--- config.mk ---
export PLATFORM = sky130hd
export DESIGN_NAME = ccl_core
export DESIGN_NICKNAME = d
export VERILOG_FILES = /design/src/core/ccl_pkg.sv /design/src/core/ccl_core.sv
export SDC_FILE = /design/constraint.sdc
export NUM_CORES = 2
export LEC_CHECK = 0
export BUFFER_PORTS_ARGS = -buffer_cell sky130_fd_sc_hd__buf_2
export CAP_MARGIN = 20
export CORE_MARGIN = 2
export CORE_UTILIZATION = 60
export CTS_CLUSTER_SIZE = 30
export DETAILED_ROUTE_END_ITERATION = 8
export PLACE_DENSITY = 0.78
export SETUP_SLACK_MARGIN = 0.1
export SYNTH_ARGS = -nofsm -noshare
export SYNTH_HDL_FRONTEND = slang
export SYNTH_SLANG_ARGS = --single-unit
--- constraint.sdc ---
create_clock -name clk_sys -period 85.5 [get_ports clk_sys]
set_clock_uncertainty 0.2 [all_clocks]
set_input_delay 4.275 -clock clk_sys [delete_from_list [all_inputs] [get_ports clk_sys]]
set_output_delay 4.275 -clock clk_sys [all_outputs]
set_load 0.02 [all_outputs]
--- src/core/ccl_pkg.sv ---
package ccl_pkg;

  // register map
  localparam int         AXI_AW     = 8;
  localparam logic [7:0] ROOT_OFS   = 8'h00;
  localparam logic [7:0] CTRL_OFS   = 8'h04;
  localparam logic [7:0] STAT_OFS   = 8'h08;
  localparam logic [7:0] MASK_OFS   = 8'h0c;
  localparam logic [7:0] STATE_OFS  = 8'h10;

  // root register fields
  localparam int ROOT_FLUSH_BIT = 5;
  localparam int ROOT_BASE_LSB  = 12;

  // control register fields
  localparam int CTRL_WP_BIT   = 0;
  localparam int CTRL_PAR_BIT  = 1;
  localparam int CTRL_SOLO_BIT = 2;
  localparam int CTRL_W        = 3;

  // event bits, shared by status and mask
  localparam int NUM_EV   = 5;
  localparam int EV_FLUSH = 0;
  localparam int EV_REFUSE = 1;
  localparam int EV_FAULT = 2;
  localparam int EV_SNOOP = 3;
  localparam int EV_FWD   = 4;

  // reset values
  localparam logic [19:0]       ROOT_RST = 20'h00000;
  localparam logic [CTRL_W-1:0] CTRL_RST = 3'h0;
  localparam logic [NUM_EV-1:0] MASK_RST = 5'h00;

  // translation entry attribute bits, low bits of a table entry
  localparam int PTE_P  = 0;
  localparam int PTE_W  = 1;
  localparam int PTE_U  = 2;
  localparam int PTE_WT = 3;
  localparam int PTE_NC = 4;
  localparam int PTE_A  = 5;
  localparam int PTE_D  = 6;
  localparam int PTE_AW = 7;

  localparam int PFLD_STAGES = 3;

  localparam logic [1:0] RESP_OKAY   = 2'h0;
  localparam logic [1:0] RESP_DECERR = 2'h3;

  typedef enum logic [1:0] {
    ST_IDLE = 2'b00,
    ST_LOOK = 2'b01,
    ST_WALK = 2'b10,
    ST_BUS  = 2'b11
  } ccl_state_type;

  typedef enum logic [1:0] {
    CS_I = 2'b00,
    CS_S = 2'b01,
    CS_E = 2'b10,
    CS_M = 2'b11
  } ccl_line_type;

endpackage

--- src/core/ccl_core.sv ---
// Functional notes
// table walks fetch entries from external memory only, never from data cache
// line write-back ignores the page protection and status flags
// entries with present or accessed flag clear are never installed
// paging unit write cycles are snooped; matching data line invalidated
// entry raising load/store or fetch fault trap is invalidated by hardware
// no-cache page access that hits is served by cache, no bus cycle; shared-line store hits and S/E-hit float loads still go to the bus
// store-through page store hitting exclusive/modified line updates cache only
// supervisor write guard is not held in translation entries
// pipelined float loads never allocate into the data cache
// pipelined float load hitting modified line forwards cached data down pipe
// software sets flush bit in root register after page table changes
// software flushes data cache before invalidation for write-back tables
// software invalidates instruction cache after modifying code
// trap handler may set dirty flag without data cache flush
// software flushes caches before enabling standalone and parallel unit
// root write with flush bit clears instruction and translation caches
// that clearing completes before any later fetch or access uses them
//
// The placing of the registers and the AXI4-Lite interface to the registers were decided locally.
`timescale 1ns/1ps
module ccl_core
  import ccl_pkg::*;
#(
  parameter int TLB_IW = 3,
  parameter int DC_IW  = 4,
  parameter int IC_IW  = 4
) (
  input  wire logic              clk_sys,
  input  wire logic              rst,
  input  wire logic              s_axi_awvalid,
  output wire logic              s_axi_awready,
  input  wire logic [AXI_AW-1:0] s_axi_awaddr,
  input  wire logic              s_axi_wvalid,
  output wire logic              s_axi_wready,
  input  wire logic [31:0]       s_axi_wdata,
  input  wire logic [3:0]        s_axi_wstrb,
  output wire logic              s_axi_bvalid,
  input  wire logic              s_axi_bready,
  output wire logic [1:0]        s_axi_bresp,
  input  wire logic              s_axi_arvalid,
  output wire logic              s_axi_arready,
  input  wire logic [AXI_AW-1:0] s_axi_araddr,
  output wire logic              s_axi_rvalid,
  input  wire logic              s_axi_rready,
  output wire logic [31:0]       s_axi_rdata,
  output wire logic [1:0]        s_axi_rresp,
  output wire logic              irq,
  input  wire logic              core_req_valid,
  output wire logic              core_req_ready,
  input  wire logic [31:0]       core_req_addr,
  input  wire logic              core_req_write,
  input  wire logic [31:0]       core_req_wdata,
  input  wire logic              core_req_super,
  input  wire logic              core_req_pfld,
  output wire logic              core_rsp_valid,
  output wire logic              core_rsp_fault,
  output wire logic [31:0]       core_rsp_data,
  input  wire logic              fetch_fault_valid,
  input  wire logic [31:0]       fetch_fault_vaddr,
  output wire logic              walk_req_valid,
  output wire logic [19:0]       walk_req_vpn,
  output wire logic [19:0]       walk_req_root,
  input  wire logic              walk_rsp_valid,
  input  wire logic [31:0]       walk_rsp_pte,
  input  wire logic              walk_wr_valid,
  input  wire logic [31:0]       walk_wr_addr,
  output wire logic              bus_req_valid,
  output wire logic              bus_req_write,
  output wire logic [31:0]       bus_req_addr,
  output wire logic [31:0]       bus_req_wdata,
  input  wire logic              bus_ack,
  input  wire logic              bus_shared,
  input  wire logic [31:0]       bus_rdata,
  output wire logic              pfld_out_valid,
  output wire logic [31:0]       pfld_out_data,
  input  wire logic              ic_fill_valid,
  input  wire logic [31:0]       ic_fill_addr,
  input  wire logic [31:0]       ic_lookup_addr,
  output wire logic              ic_hit
);

  localparam int TN = 1 << TLB_IW;
  localparam int DN = 1 << DC_IW;
  localparam int IN = 1 << IC_IW;

  function automatic logic [31:0] merge(input logic [31:0] old,
                                        input logic [31:0] nw,
                                        input logic [3:0]  strb);
    logic [31:0] r;
    r = old;
    for (int b = 0; b < 4; b++) begin
      if (strb[b]) begin
        r[8*b +: 8] = nw[8*b +: 8];
      end
    end
    return r;
  endfunction

  function automatic logic [DC_IW-1:0] dc_idx(input logic [31:0] a);
    return a[DC_IW+1:2];
  endfunction

  function automatic logic [TLB_IW-1:0] tlb_idx(input logic [31:0] a);
    return a[TLB_IW+11:12];
  endfunction

  // ---------------- register bus ----------------
  logic              aw_hold_q, w_hold_q, bvalid_q, rvalid_q;
  logic [AXI_AW-1:0] awaddr_q;
  logic [31:0]       wdata_q, rdata_q;
  logic [3:0]        wstrb_q;
  logic [1:0]        bresp_q, rresp_q;
  logic [19:0]       root_q;
  logic [CTRL_W-1:0] ctrl_q;
  logic [NUM_EV-1:0] stat_q, mask_q, ev_q;
  logic              flush_pend_q;

  wire        do_wr   = aw_hold_q & w_hold_q & ~bvalid_q;
  wire        do_rd   = s_axi_arvalid & ~rvalid_q;
  wire        wr_root = do_wr && awaddr_q == ROOT_OFS;
  wire        wr_ctrl = do_wr && awaddr_q == CTRL_OFS;
  wire        wr_stat = do_wr && awaddr_q == STAT_OFS;
  wire        wr_mask = do_wr && awaddr_q == MASK_OFS;
  wire        wr_hit  = wr_root | wr_ctrl | wr_stat | wr_mask;
  wire [31:0] root_rd = {root_q, 12'h000};
  wire [31:0] root_wr = merge(root_rd, wdata_q, wstrb_q);
  wire [31:0] ctrl_wr = merge({29'h0, ctrl_q}, wdata_q, wstrb_q);
  wire [31:0] mask_wr = merge({27'h0, mask_q}, wdata_q, wstrb_q);
  wire [31:0] stat_clr = merge(32'h0, wdata_q, wstrb_q);
  wire [NUM_EV-1:0] stat_d = (stat_q & ~(wr_stat ? stat_clr[NUM_EV-1:0]
                                         : '0)) | ev_q;

  ccl_state_type st_q;
  wire rd_known = s_axi_araddr == ROOT_OFS || s_axi_araddr == CTRL_OFS ||
                  s_axi_araddr == STAT_OFS || s_axi_araddr == MASK_OFS ||
                  s_axi_araddr == STATE_OFS;
  wire [31:0] rd_mux =
    s_axi_araddr == ROOT_OFS ? root_rd :
    s_axi_araddr == CTRL_OFS ? {29'h0, ctrl_q} :
    s_axi_araddr == STAT_OFS ? {27'h0, stat_q} :
    s_axi_araddr == MASK_OFS ? {27'h0, mask_q} :
    s_axi_araddr == STATE_OFS ? {29'h0, flush_pend_q, st_q} : 32'h0;

  assign s_axi_awready = ~aw_hold_q;
  assign s_axi_wready  = ~w_hold_q;
  assign s_axi_bvalid  = bvalid_q;
  assign s_axi_bresp   = bresp_q;
  assign s_axi_arready = ~rvalid_q;
  assign s_axi_rvalid  = rvalid_q;
  assign s_axi_rdata   = rdata_q;
  assign s_axi_rresp   = rresp_q;
  assign irq           = |(stat_q & mask_q);

  always_ff @(posedge clk_sys or posedge rst) begin
    if (rst) begin
      aw_hold_q    <= 1'b0;
      w_hold_q     <= 1'b0;
      awaddr_q     <= '0;
      wdata_q      <= 32'h0;
      wstrb_q      <= 4'h0;
      bvalid_q     <= 1'b0;
      bresp_q      <= RESP_OKAY;
      rvalid_q     <= 1'b0;
      rdata_q      <= 32'h0;
      rresp_q      <= RESP_OKAY;
      root_q       <= ROOT_RST;
      ctrl_q       <= CTRL_RST;
      mask_q       <= MASK_RST;
      stat_q       <= '0;
      flush_pend_q <= 1'b0;
    end else begin
      if (s_axi_awvalid && !aw_hold_q) begin
        aw_hold_q <= 1'b1;
        awaddr_q  <= s_axi_awaddr;
      end
      if (s_axi_wvalid && !w_hold_q) begin
        w_hold_q <= 1'b1;
        wdata_q  <= s_axi_wdata;
        wstrb_q  <= s_axi_wstrb;
      end
      if (do_wr) begin
        aw_hold_q <= 1'b0;
        w_hold_q  <= 1'b0;
        bvalid_q  <= 1'b1;
        bresp_q   <= wr_hit ? RESP_OKAY : RESP_DECERR;
      end else if (s_axi_bready) begin
        bvalid_q <= 1'b0;
      end
      if (do_rd) begin
        rvalid_q <= 1'b1;
        rdata_q  <= rd_mux;
        rresp_q  <= rd_known ? RESP_OKAY : RESP_DECERR;
      end else if (s_axi_rready) begin
        rvalid_q <= 1'b0;
      end
      if (wr_root) begin
        root_q <= root_wr[31:ROOT_BASE_LSB];
      end
      if (wr_ctrl) begin
        ctrl_q <= ctrl_wr[CTRL_W-1:0];
      end
      if (wr_mask) begin
        mask_q <= mask_wr[NUM_EV-1:0];
      end
      stat_q       <= stat_d; // set beats a same-cycle clear
      flush_pend_q <= wr_root && wstrb_q[0] && wdata_q[ROOT_FLUSH_BIT];
    end
  end

  // ---------------- access path ----------------
  logic [19:0]       tlb_vpn_q  [TN];
  logic [19:0]       tlb_pfn_q  [TN];
  logic [PTE_AW-1:0] tlb_attr_q [TN];
  logic [TN-1:0]     tlb_v_q;
  logic [29:0]       dc_tag_q   [DN];
  logic [31:0]       dc_dat_q   [DN];
  ccl_line_type      dc_st_q    [DN];
  logic [29:0]       ic_tag_q   [IN];
  logic [IN-1:0]     ic_v_q;

  logic [31:0] req_addr_q, req_wdata_q, rsp_data_q;
  logic        req_wr_q, req_super_q, req_pfld_q;
  logic        rsp_v_q, rsp_fault_q, walk_v_q, wb_q, alloc_q;
  logic        bus_v_q, bus_wr_q;
  logic [31:0] bus_addr_q, bus_wdata_q;
  logic        pf0_v_q, pf1_v_q, pf2_v_q;
  logic [31:0] pf0_d_q, pf1_d_q, pf2_d_q;

  wire [19:0]       vpn      = req_addr_q[31:12];
  wire [TLB_IW-1:0] ti       = tlb_idx(req_addr_q);
  wire              tlb_hit  = tlb_v_q[ti] && tlb_vpn_q[ti] == vpn;
  wire [PTE_AW-1:0] attr     = tlb_attr_q[ti];
  wire              wp_guard = ctrl_q[CTRL_WP_BIT];
  // guard read live from control, so changing it needs no invalidation
  wire prot_fault = (!attr[PTE_U] && !req_super_q) ||
                    (req_wr_q && !attr[PTE_W] && (!req_super_q || wp_guard)) ||
                    (req_wr_q && !attr[PTE_D]);
  wire [31:0]       pa      = {tlb_pfn_q[ti], req_addr_q[11:0]};
  wire [DC_IW-1:0]  di      = dc_idx(pa);
  wire              dc_hit  = dc_st_q[di] != CS_I && dc_tag_q[di] == pa[31:2];
  wire              dc_excl = dc_hit && (dc_st_q[di] == CS_E ||
                                         dc_st_q[di] == CS_M);
  wire              dc_mod  = dc_hit && dc_st_q[di] == CS_M;
  wire              victim_m = !dc_hit && dc_st_q[di] == CS_M;
  wire              cacheable = !attr[PTE_NC] && !req_pfld_q;
  wire              pte_ok  = walk_rsp_pte[PTE_P] && walk_rsp_pte[PTE_A];
  wire [TLB_IW-1:0] ff_i    = tlb_idx(fetch_fault_vaddr);
  wire              ff_hit  = fetch_fault_valid &&
                              tlb_vpn_q[ff_i] == fetch_fault_vaddr[31:12];
  wire [DC_IW-1:0]  sn_i    = dc_idx(walk_wr_addr);
  wire              sn_hit  = walk_wr_valid && dc_st_q[sn_i] != CS_I &&
                              dc_tag_q[sn_i] == walk_wr_addr[31:2];
  wire [IC_IW-1:0]  ic_li   = ic_lookup_addr[IC_IW+1:2];
  wire [IC_IW-1:0]  ic_fi   = ic_fill_addr[IC_IW+1:2];

  assign core_req_ready = st_q == ST_IDLE && !flush_pend_q;
  assign core_rsp_valid = rsp_v_q;
  assign core_rsp_fault = rsp_fault_q;
  assign core_rsp_data  = rsp_data_q;
  assign walk_req_valid = walk_v_q;
  assign walk_req_vpn   = vpn;
  assign walk_req_root  = root_q;
  assign bus_req_valid  = bus_v_q;
  assign bus_req_write  = bus_wr_q;
  assign bus_req_addr   = bus_addr_q;
  assign bus_req_wdata  = bus_wdata_q;
  assign pfld_out_valid = pf2_v_q;
  assign pfld_out_data  = pf2_d_q;
  assign ic_hit = ic_v_q[ic_li] && ic_tag_q[ic_li] == ic_lookup_addr[31:2] &&
                  !flush_pend_q;

  always_ff @(posedge clk_sys or posedge rst) begin
    if (rst) begin
      st_q        <= ST_IDLE;
      req_addr_q  <= 32'h0;
      req_wdata_q <= 32'h0;
      req_wr_q    <= 1'b0;
      req_super_q <= 1'b0;
      req_pfld_q  <= 1'b0;
      rsp_v_q     <= 1'b0;
      rsp_fault_q <= 1'b0;
      rsp_data_q  <= 32'h0;
      walk_v_q    <= 1'b0;
      wb_q        <= 1'b0;
      alloc_q     <= 1'b0;
      bus_v_q     <= 1'b0;
      bus_wr_q    <= 1'b0;
      bus_addr_q  <= 32'h0;
      bus_wdata_q <= 32'h0;
      pf0_v_q     <= 1'b0;
      pf0_d_q     <= 32'h0;
      ev_q        <= '0;
      tlb_v_q     <= '0;
      ic_v_q      <= '0;
      for (int i = 0; i < TN; i++) begin
        tlb_vpn_q[i]  <= 20'h0;
        tlb_pfn_q[i]  <= 20'h0;
        tlb_attr_q[i] <= '0;
      end
      for (int i = 0; i < DN; i++) begin
        dc_tag_q[i] <= 30'h0;
        dc_dat_q[i] <= 32'h0;
        dc_st_q[i]  <= CS_I;
      end
      for (int i = 0; i < IN; i++) begin
        ic_tag_q[i] <= 30'h0;
      end
    end else begin
      rsp_v_q <= 1'b0;
      pf0_v_q <= 1'b0;
      ev_q    <= '0;
      case (st_q)
        ST_IDLE: begin
          if (core_req_valid && core_req_ready) begin
            req_addr_q  <= core_req_addr;
            req_wdata_q <= core_req_wdata;
            req_wr_q    <= core_req_write;
            req_super_q <= core_req_super;
            req_pfld_q  <= core_req_pfld;
            st_q        <= ST_LOOK;
          end
        end
        ST_LOOK: begin
          rsp_fault_q <= 1'b0;
          if (!tlb_hit) begin
            walk_v_q <= 1'b1;
            st_q     <= ST_WALK;
          end else if (prot_fault) begin
            tlb_v_q[ti]     <= 1'b0;
            ev_q[EV_FAULT]  <= 1'b1;
            rsp_v_q         <= 1'b1;
            rsp_fault_q     <= 1'b1;
            st_q            <= ST_IDLE;
          end else if (req_pfld_q && dc_mod) begin
            pf0_v_q       <= 1'b1;
            pf0_d_q       <= dc_dat_q[di];
            ev_q[EV_FWD]  <= 1'b1;
            rsp_v_q       <= 1'b1;
            st_q          <= ST_IDLE;
          end else if (dc_hit && !req_pfld_q && !req_wr_q) begin
            rsp_v_q    <= 1'b1;
            rsp_data_q <= dc_dat_q[di];
            st_q       <= ST_IDLE;
          end else if (dc_excl && !req_pfld_q) begin
            dc_dat_q[di] <= req_wdata_q;
            dc_st_q[di]  <= CS_M;
            rsp_v_q      <= 1'b1;
            st_q         <= ST_IDLE;
          end else if (victim_m && cacheable && !req_wr_q) begin
            // write-back takes the line as it is, no page flags consulted
            wb_q        <= 1'b1;
            bus_v_q     <= 1'b1;
            bus_wr_q    <= 1'b1;
            bus_addr_q  <= {dc_tag_q[di], 2'b00};
            bus_wdata_q <= dc_dat_q[di];
            st_q        <= ST_BUS;
          end else begin
            // shared hit stores write through; misses go to the bus
            if (dc_hit && req_wr_q) begin
              dc_dat_q[di] <= req_wdata_q;
            end
            wb_q        <= 1'b0;
            alloc_q     <= cacheable && !req_wr_q;
            bus_v_q     <= 1'b1;
            bus_wr_q    <= req_wr_q;
            bus_addr_q  <= pa;
            bus_wdata_q <= req_wdata_q;
            st_q        <= ST_BUS;
          end
        end
        ST_WALK: begin
          if (walk_rsp_valid) begin
            walk_v_q <= 1'b0;
            if (pte_ok) begin
              tlb_v_q[ti]    <= 1'b1;
              tlb_vpn_q[ti]  <= vpn;
              tlb_pfn_q[ti]  <= walk_rsp_pte[31:12];
              tlb_attr_q[ti] <= walk_rsp_pte[PTE_AW-1:0];
              st_q           <= ST_LOOK;
            end else begin
              ev_q[EV_REFUSE] <= 1'b1;
              rsp_v_q         <= 1'b1;
              rsp_fault_q     <= 1'b1;
              st_q            <= ST_IDLE;
            end
          end
        end
        ST_BUS: begin
          if (bus_ack) begin
            bus_v_q <= 1'b0;
            if (wb_q) begin
              dc_st_q[di] <= CS_I;
              wb_q        <= 1'b0;
              st_q        <= ST_LOOK;
            end else begin
              if (req_pfld_q) begin
                pf0_v_q <= 1'b1;
                pf0_d_q <= bus_rdata;
              end
              if (alloc_q) begin
                dc_tag_q[di] <= pa[31:2];
                dc_dat_q[di] <= bus_rdata;
                dc_st_q[di]  <= bus_shared ? CS_S : CS_E;
              end
              rsp_v_q    <= 1'b1;
              rsp_data_q <= bus_rdata;
              st_q       <= ST_IDLE;
            end
          end
        end
        default: st_q <= ST_IDLE;
      endcase
      if (ic_fill_valid) begin
        ic_v_q[ic_fi]   <= 1'b1;
        ic_tag_q[ic_fi] <= ic_fill_addr[31:2];
      end
      // invalidations last so they override any fill in the same edge
      if (ff_hit) begin
        tlb_v_q[ff_i]  <= 1'b0;
        ev_q[EV_FAULT] <= 1'b1;
      end
      if (sn_hit) begin
        dc_st_q[sn_i]  <= CS_I;
        ev_q[EV_SNOOP] <= 1'b1;
      end
      if (flush_pend_q) begin
        tlb_v_q        <= '0;
        ic_v_q         <= '0;
        ev_q[EV_FLUSH] <= 1'b1;
      end
    end
  end

  // three-stage load pipe; memory and forwarded data share it
  always_ff @(posedge clk_sys or posedge rst) begin
    if (rst) begin
      pf1_v_q <= 1'b0;
      pf2_v_q <= 1'b0;
      pf1_d_q <= 32'h0;
      pf2_d_q <= 32'h0;
    end else begin
      pf1_v_q <= pf0_v_q;
      pf1_d_q <= pf0_d_q;
      pf2_v_q <= pf1_v_q;
      pf2_d_q <= pf1_d_q;
    end
  end

endmodule

==> impl_metrics.toml <==
[setup_path]
cp_max_fo = 62
startpoint_type = "primary input"
cp.required_ps = 81030
cp-end-kind = "output pin"
crit_arrival_ps = 9310
criticalPathCategory = "primary input to output pin"

[sta]
hold_viol_final = 0
min_period_ps = 13780
maxSlewHeadroom_pct = 16.94
setup_viol = 0
drv_slew = 0
fin_crit_sh_pct = 16.12
rsz0062_at_grt = "false"
setup_tns_ps = 0
fmax_mhz = 72.56
worstMarginPinSlew_ps = 1234

[detailed_routing]
ant_nets = 0
drt_iter0_drc = 6871
dr.pass1.iters = 6
vias = 67450
wl_per_cell_microns = 27.46
routed_via_density = 6.497
drc = 0
drt-total-wl_mm = 285.1

[synth]
synth_cell_types = 86
avgSynthCellArea_sq_um = 13.96
synth-seq-cells = 2259
yosys-top-cells-area = "dfrtp_1 54%, mux2_2 15%, mux4_2 13%, mux2_1 3.2%, o21ai_0 2.0%"
yosys_warnings = 0
synth-seq-area-share_pct = 53.73
synth_top_cell_by_area = "dfrtp_1"
synth_common_cells = "2,259 x dfrtp_1, 1,362 x mux2_2, 601 x mux4_2"
synth_top_flop_cell = "dfrtp_1"
synth_area_sq_um = 105200
async_flop_share_pct = 100.0
synthCells = 7538
yosysMostFrequentCell = "dfrtp_1"
synth-edff-count = 0
synth_top_area_share_pct = 53.73

[place]
io_buffers = 505
placedCellCount = 9917
place_congestion = 0.8919
dpl_cell_area_sq_um = 109500
hpwl_mm = 169.2

[final_layout]
area_growth_pct = 11.99
nets = 8162
multi_input_area_sq_um = 45750
fillCellCount = 11810
final-seq-area_sq_um = 56560
drive_above_1_share_pct = 39.75
fin_area_sq_um = 117800
final_cells = 10380
post-route-util_pct = 67.71

[clock_tree]
cts.path.max_buffers = 3
cts_tree = "done"
cts_resized = 0
clkSinkCount = 2259
numCtsBuffers = 227
htreeDepth = 4
cts_setup_buffers = 0
ctsHoldBuffers = 0
clk_pin_slew_ps = 60
root_buffer = "clkbuf_16"
clk_latency_ps = 900

[global_routing]
grt_pass1_vias = 71210
antenna_found_initial = 34
grt_max_degree = 202
grt_pass1_wl_mm = 436.6
track_usage_pct = 32.11
grt_overflow_total = 0

[floorplan]
initial_core_util_pct = 60.46
ios = 543
rows = 153
die_h_microns = 422.8
fp.dieArea_sq_um = 178700
fp.dieW_microns = 422.8
core_area_sq_um = 174000

[status]
status = "finished, final reports clean"

[pwr]
powerDensity_nw_per_um2 = 27.19
peakVddDrop_v = 0.00002564
power_leakage_uw = 0.05518

[hold_path]
hold_path_class = "flop to flop"

[run]
drv_cap = 0
[routing by layer]
layer  wire length [microns]  GRT usage (%)
met4                   14440          16.38
met1                  110300          42.75
met2                  138700          51.20
met3                   21690          5.659
met5                      27              0
[placed cells by master (no fill, tap or decap), drive strengths merged, types with 18 or more instances in the layout]
cell type / synthesis / layout
mux2i: 97 / 97
a211oi: 22 / 22
and2: 63 / 63
clkinv: 1 / 58
nor3: 51 / 51
o21ai: 430 / 430
diode: 0 / 30
mux2: 1665 / 1665
a22oi: 85 / 85
nand2: 566 / 566
xor2: 35 / 35
a31o: 20 / 20
mux4: 601 / 601
nor2: 172 / 172
nor2b: 56 / 56
buf: 228 / 691
a221oi: 40 / 40
dfrtp: 2259 / 2259
xnor2: 76 / 76
nor4: 25 / 25
inv: 104 / 112
nand3: 30 / 30
o22ai: 18 / 18
a21oi: 150 / 150
or2: 36 / 36
bufinv: 0 / 22
nand2b: 75 / 75
clkbuf: 404 / 330
[registers in the layout (all words and copies together), names as in the netlist, 26 cells and up]
name	cells
core_rsp_data	32
pfld_out_data	32
wdata_q	26
req_wdata_q	32
ic_tag_q	480
dc_st_q	32
pf1_d_q	32
tlb_vpn_q	160
req_addr_q	32
dc_tag_q	480
bus_req_wdata	32
bus_req_addr	32
tlb_attr_q	32
pf0_d_q	32
dc_dat_q	512
tlb_pfn_q	160
[cell type report]
type	instances	area share, %
multi-input cells	4548	38.83
repair buffers	692	3.515
clock buffers	329	5.674
well taps	2325	2.469
flip-flops and latches	2259	48.00
clock inverters	93	1.111
inverters	105	0.3409
diodes	30	0.06372
[critical path: stages]
cell	delay, ps
buf_6	670
buf_4	710
buf_4	570
mux4_2	570
mux4_2	500
xnor2_1	150
nand4_1	180
nor4_1	1060
and4_1	350
buf_2	170
[power breakdown]
group	total (uW)	internal (uW)	leakage, uW	switching (uW)
clock	1050	612	0.00394	438
sequential	1360	1220	0.0302	137
combinational	797	335	0.0211	462
total	3200	2170	0.0552	1040
[cell families after synthesis]
logic type / after synthesis / synth area share, %
multiplexers: 2363 / 31.63
buffers and inverters: 737 / 3.099
other: 1 / 0.003564
XOR/XNOR: 111 / 0.9240
AO/OA/AOI/OAI: 905 / 5.266
flip-flops: 2259 / 53.73
AND/OR/NAND/NOR: 1158 / 5.299
adder cells (fa/ha/maj): 4 / 0.04757
[per-stage QoR]
step / total power (uW) / worst slack (ps) / hold slack (ps)
final: 3204 / 71720 / 148.4
after global routing: 3328 / 71420 / 154.8
after CTS: 3204 / 71650 / 152.3
after detailed placement: 2154 / 71660 / 134.7
after global placement: 2120 / 71680 / 133.0
after floorplan: 1891 / 17190 / 131.2
[final timing paths]
check | to | depth (start not counted) | startpoint | slack (ps)
min in group asynchronous | req_addr_q[18] | 2 | rst | 3220
worst min-delay path | pf1_d_q[13] | 0 | pf0_d_q[13] | 150
worst max-delay path | ic_hit | 10 | ic_lookup_addr[2] | 71720
worst min register to register | pf1_d_q[13] | 0 | pf0_d_q[13] | 150
max in group asynchronous | pfld_out_data[8] | 8 | rst | 76770
worst max register to register | dc_dat_q[306] | 12 | req_addr_q[2] | 78020
Power figures use the tool's default switching activity.
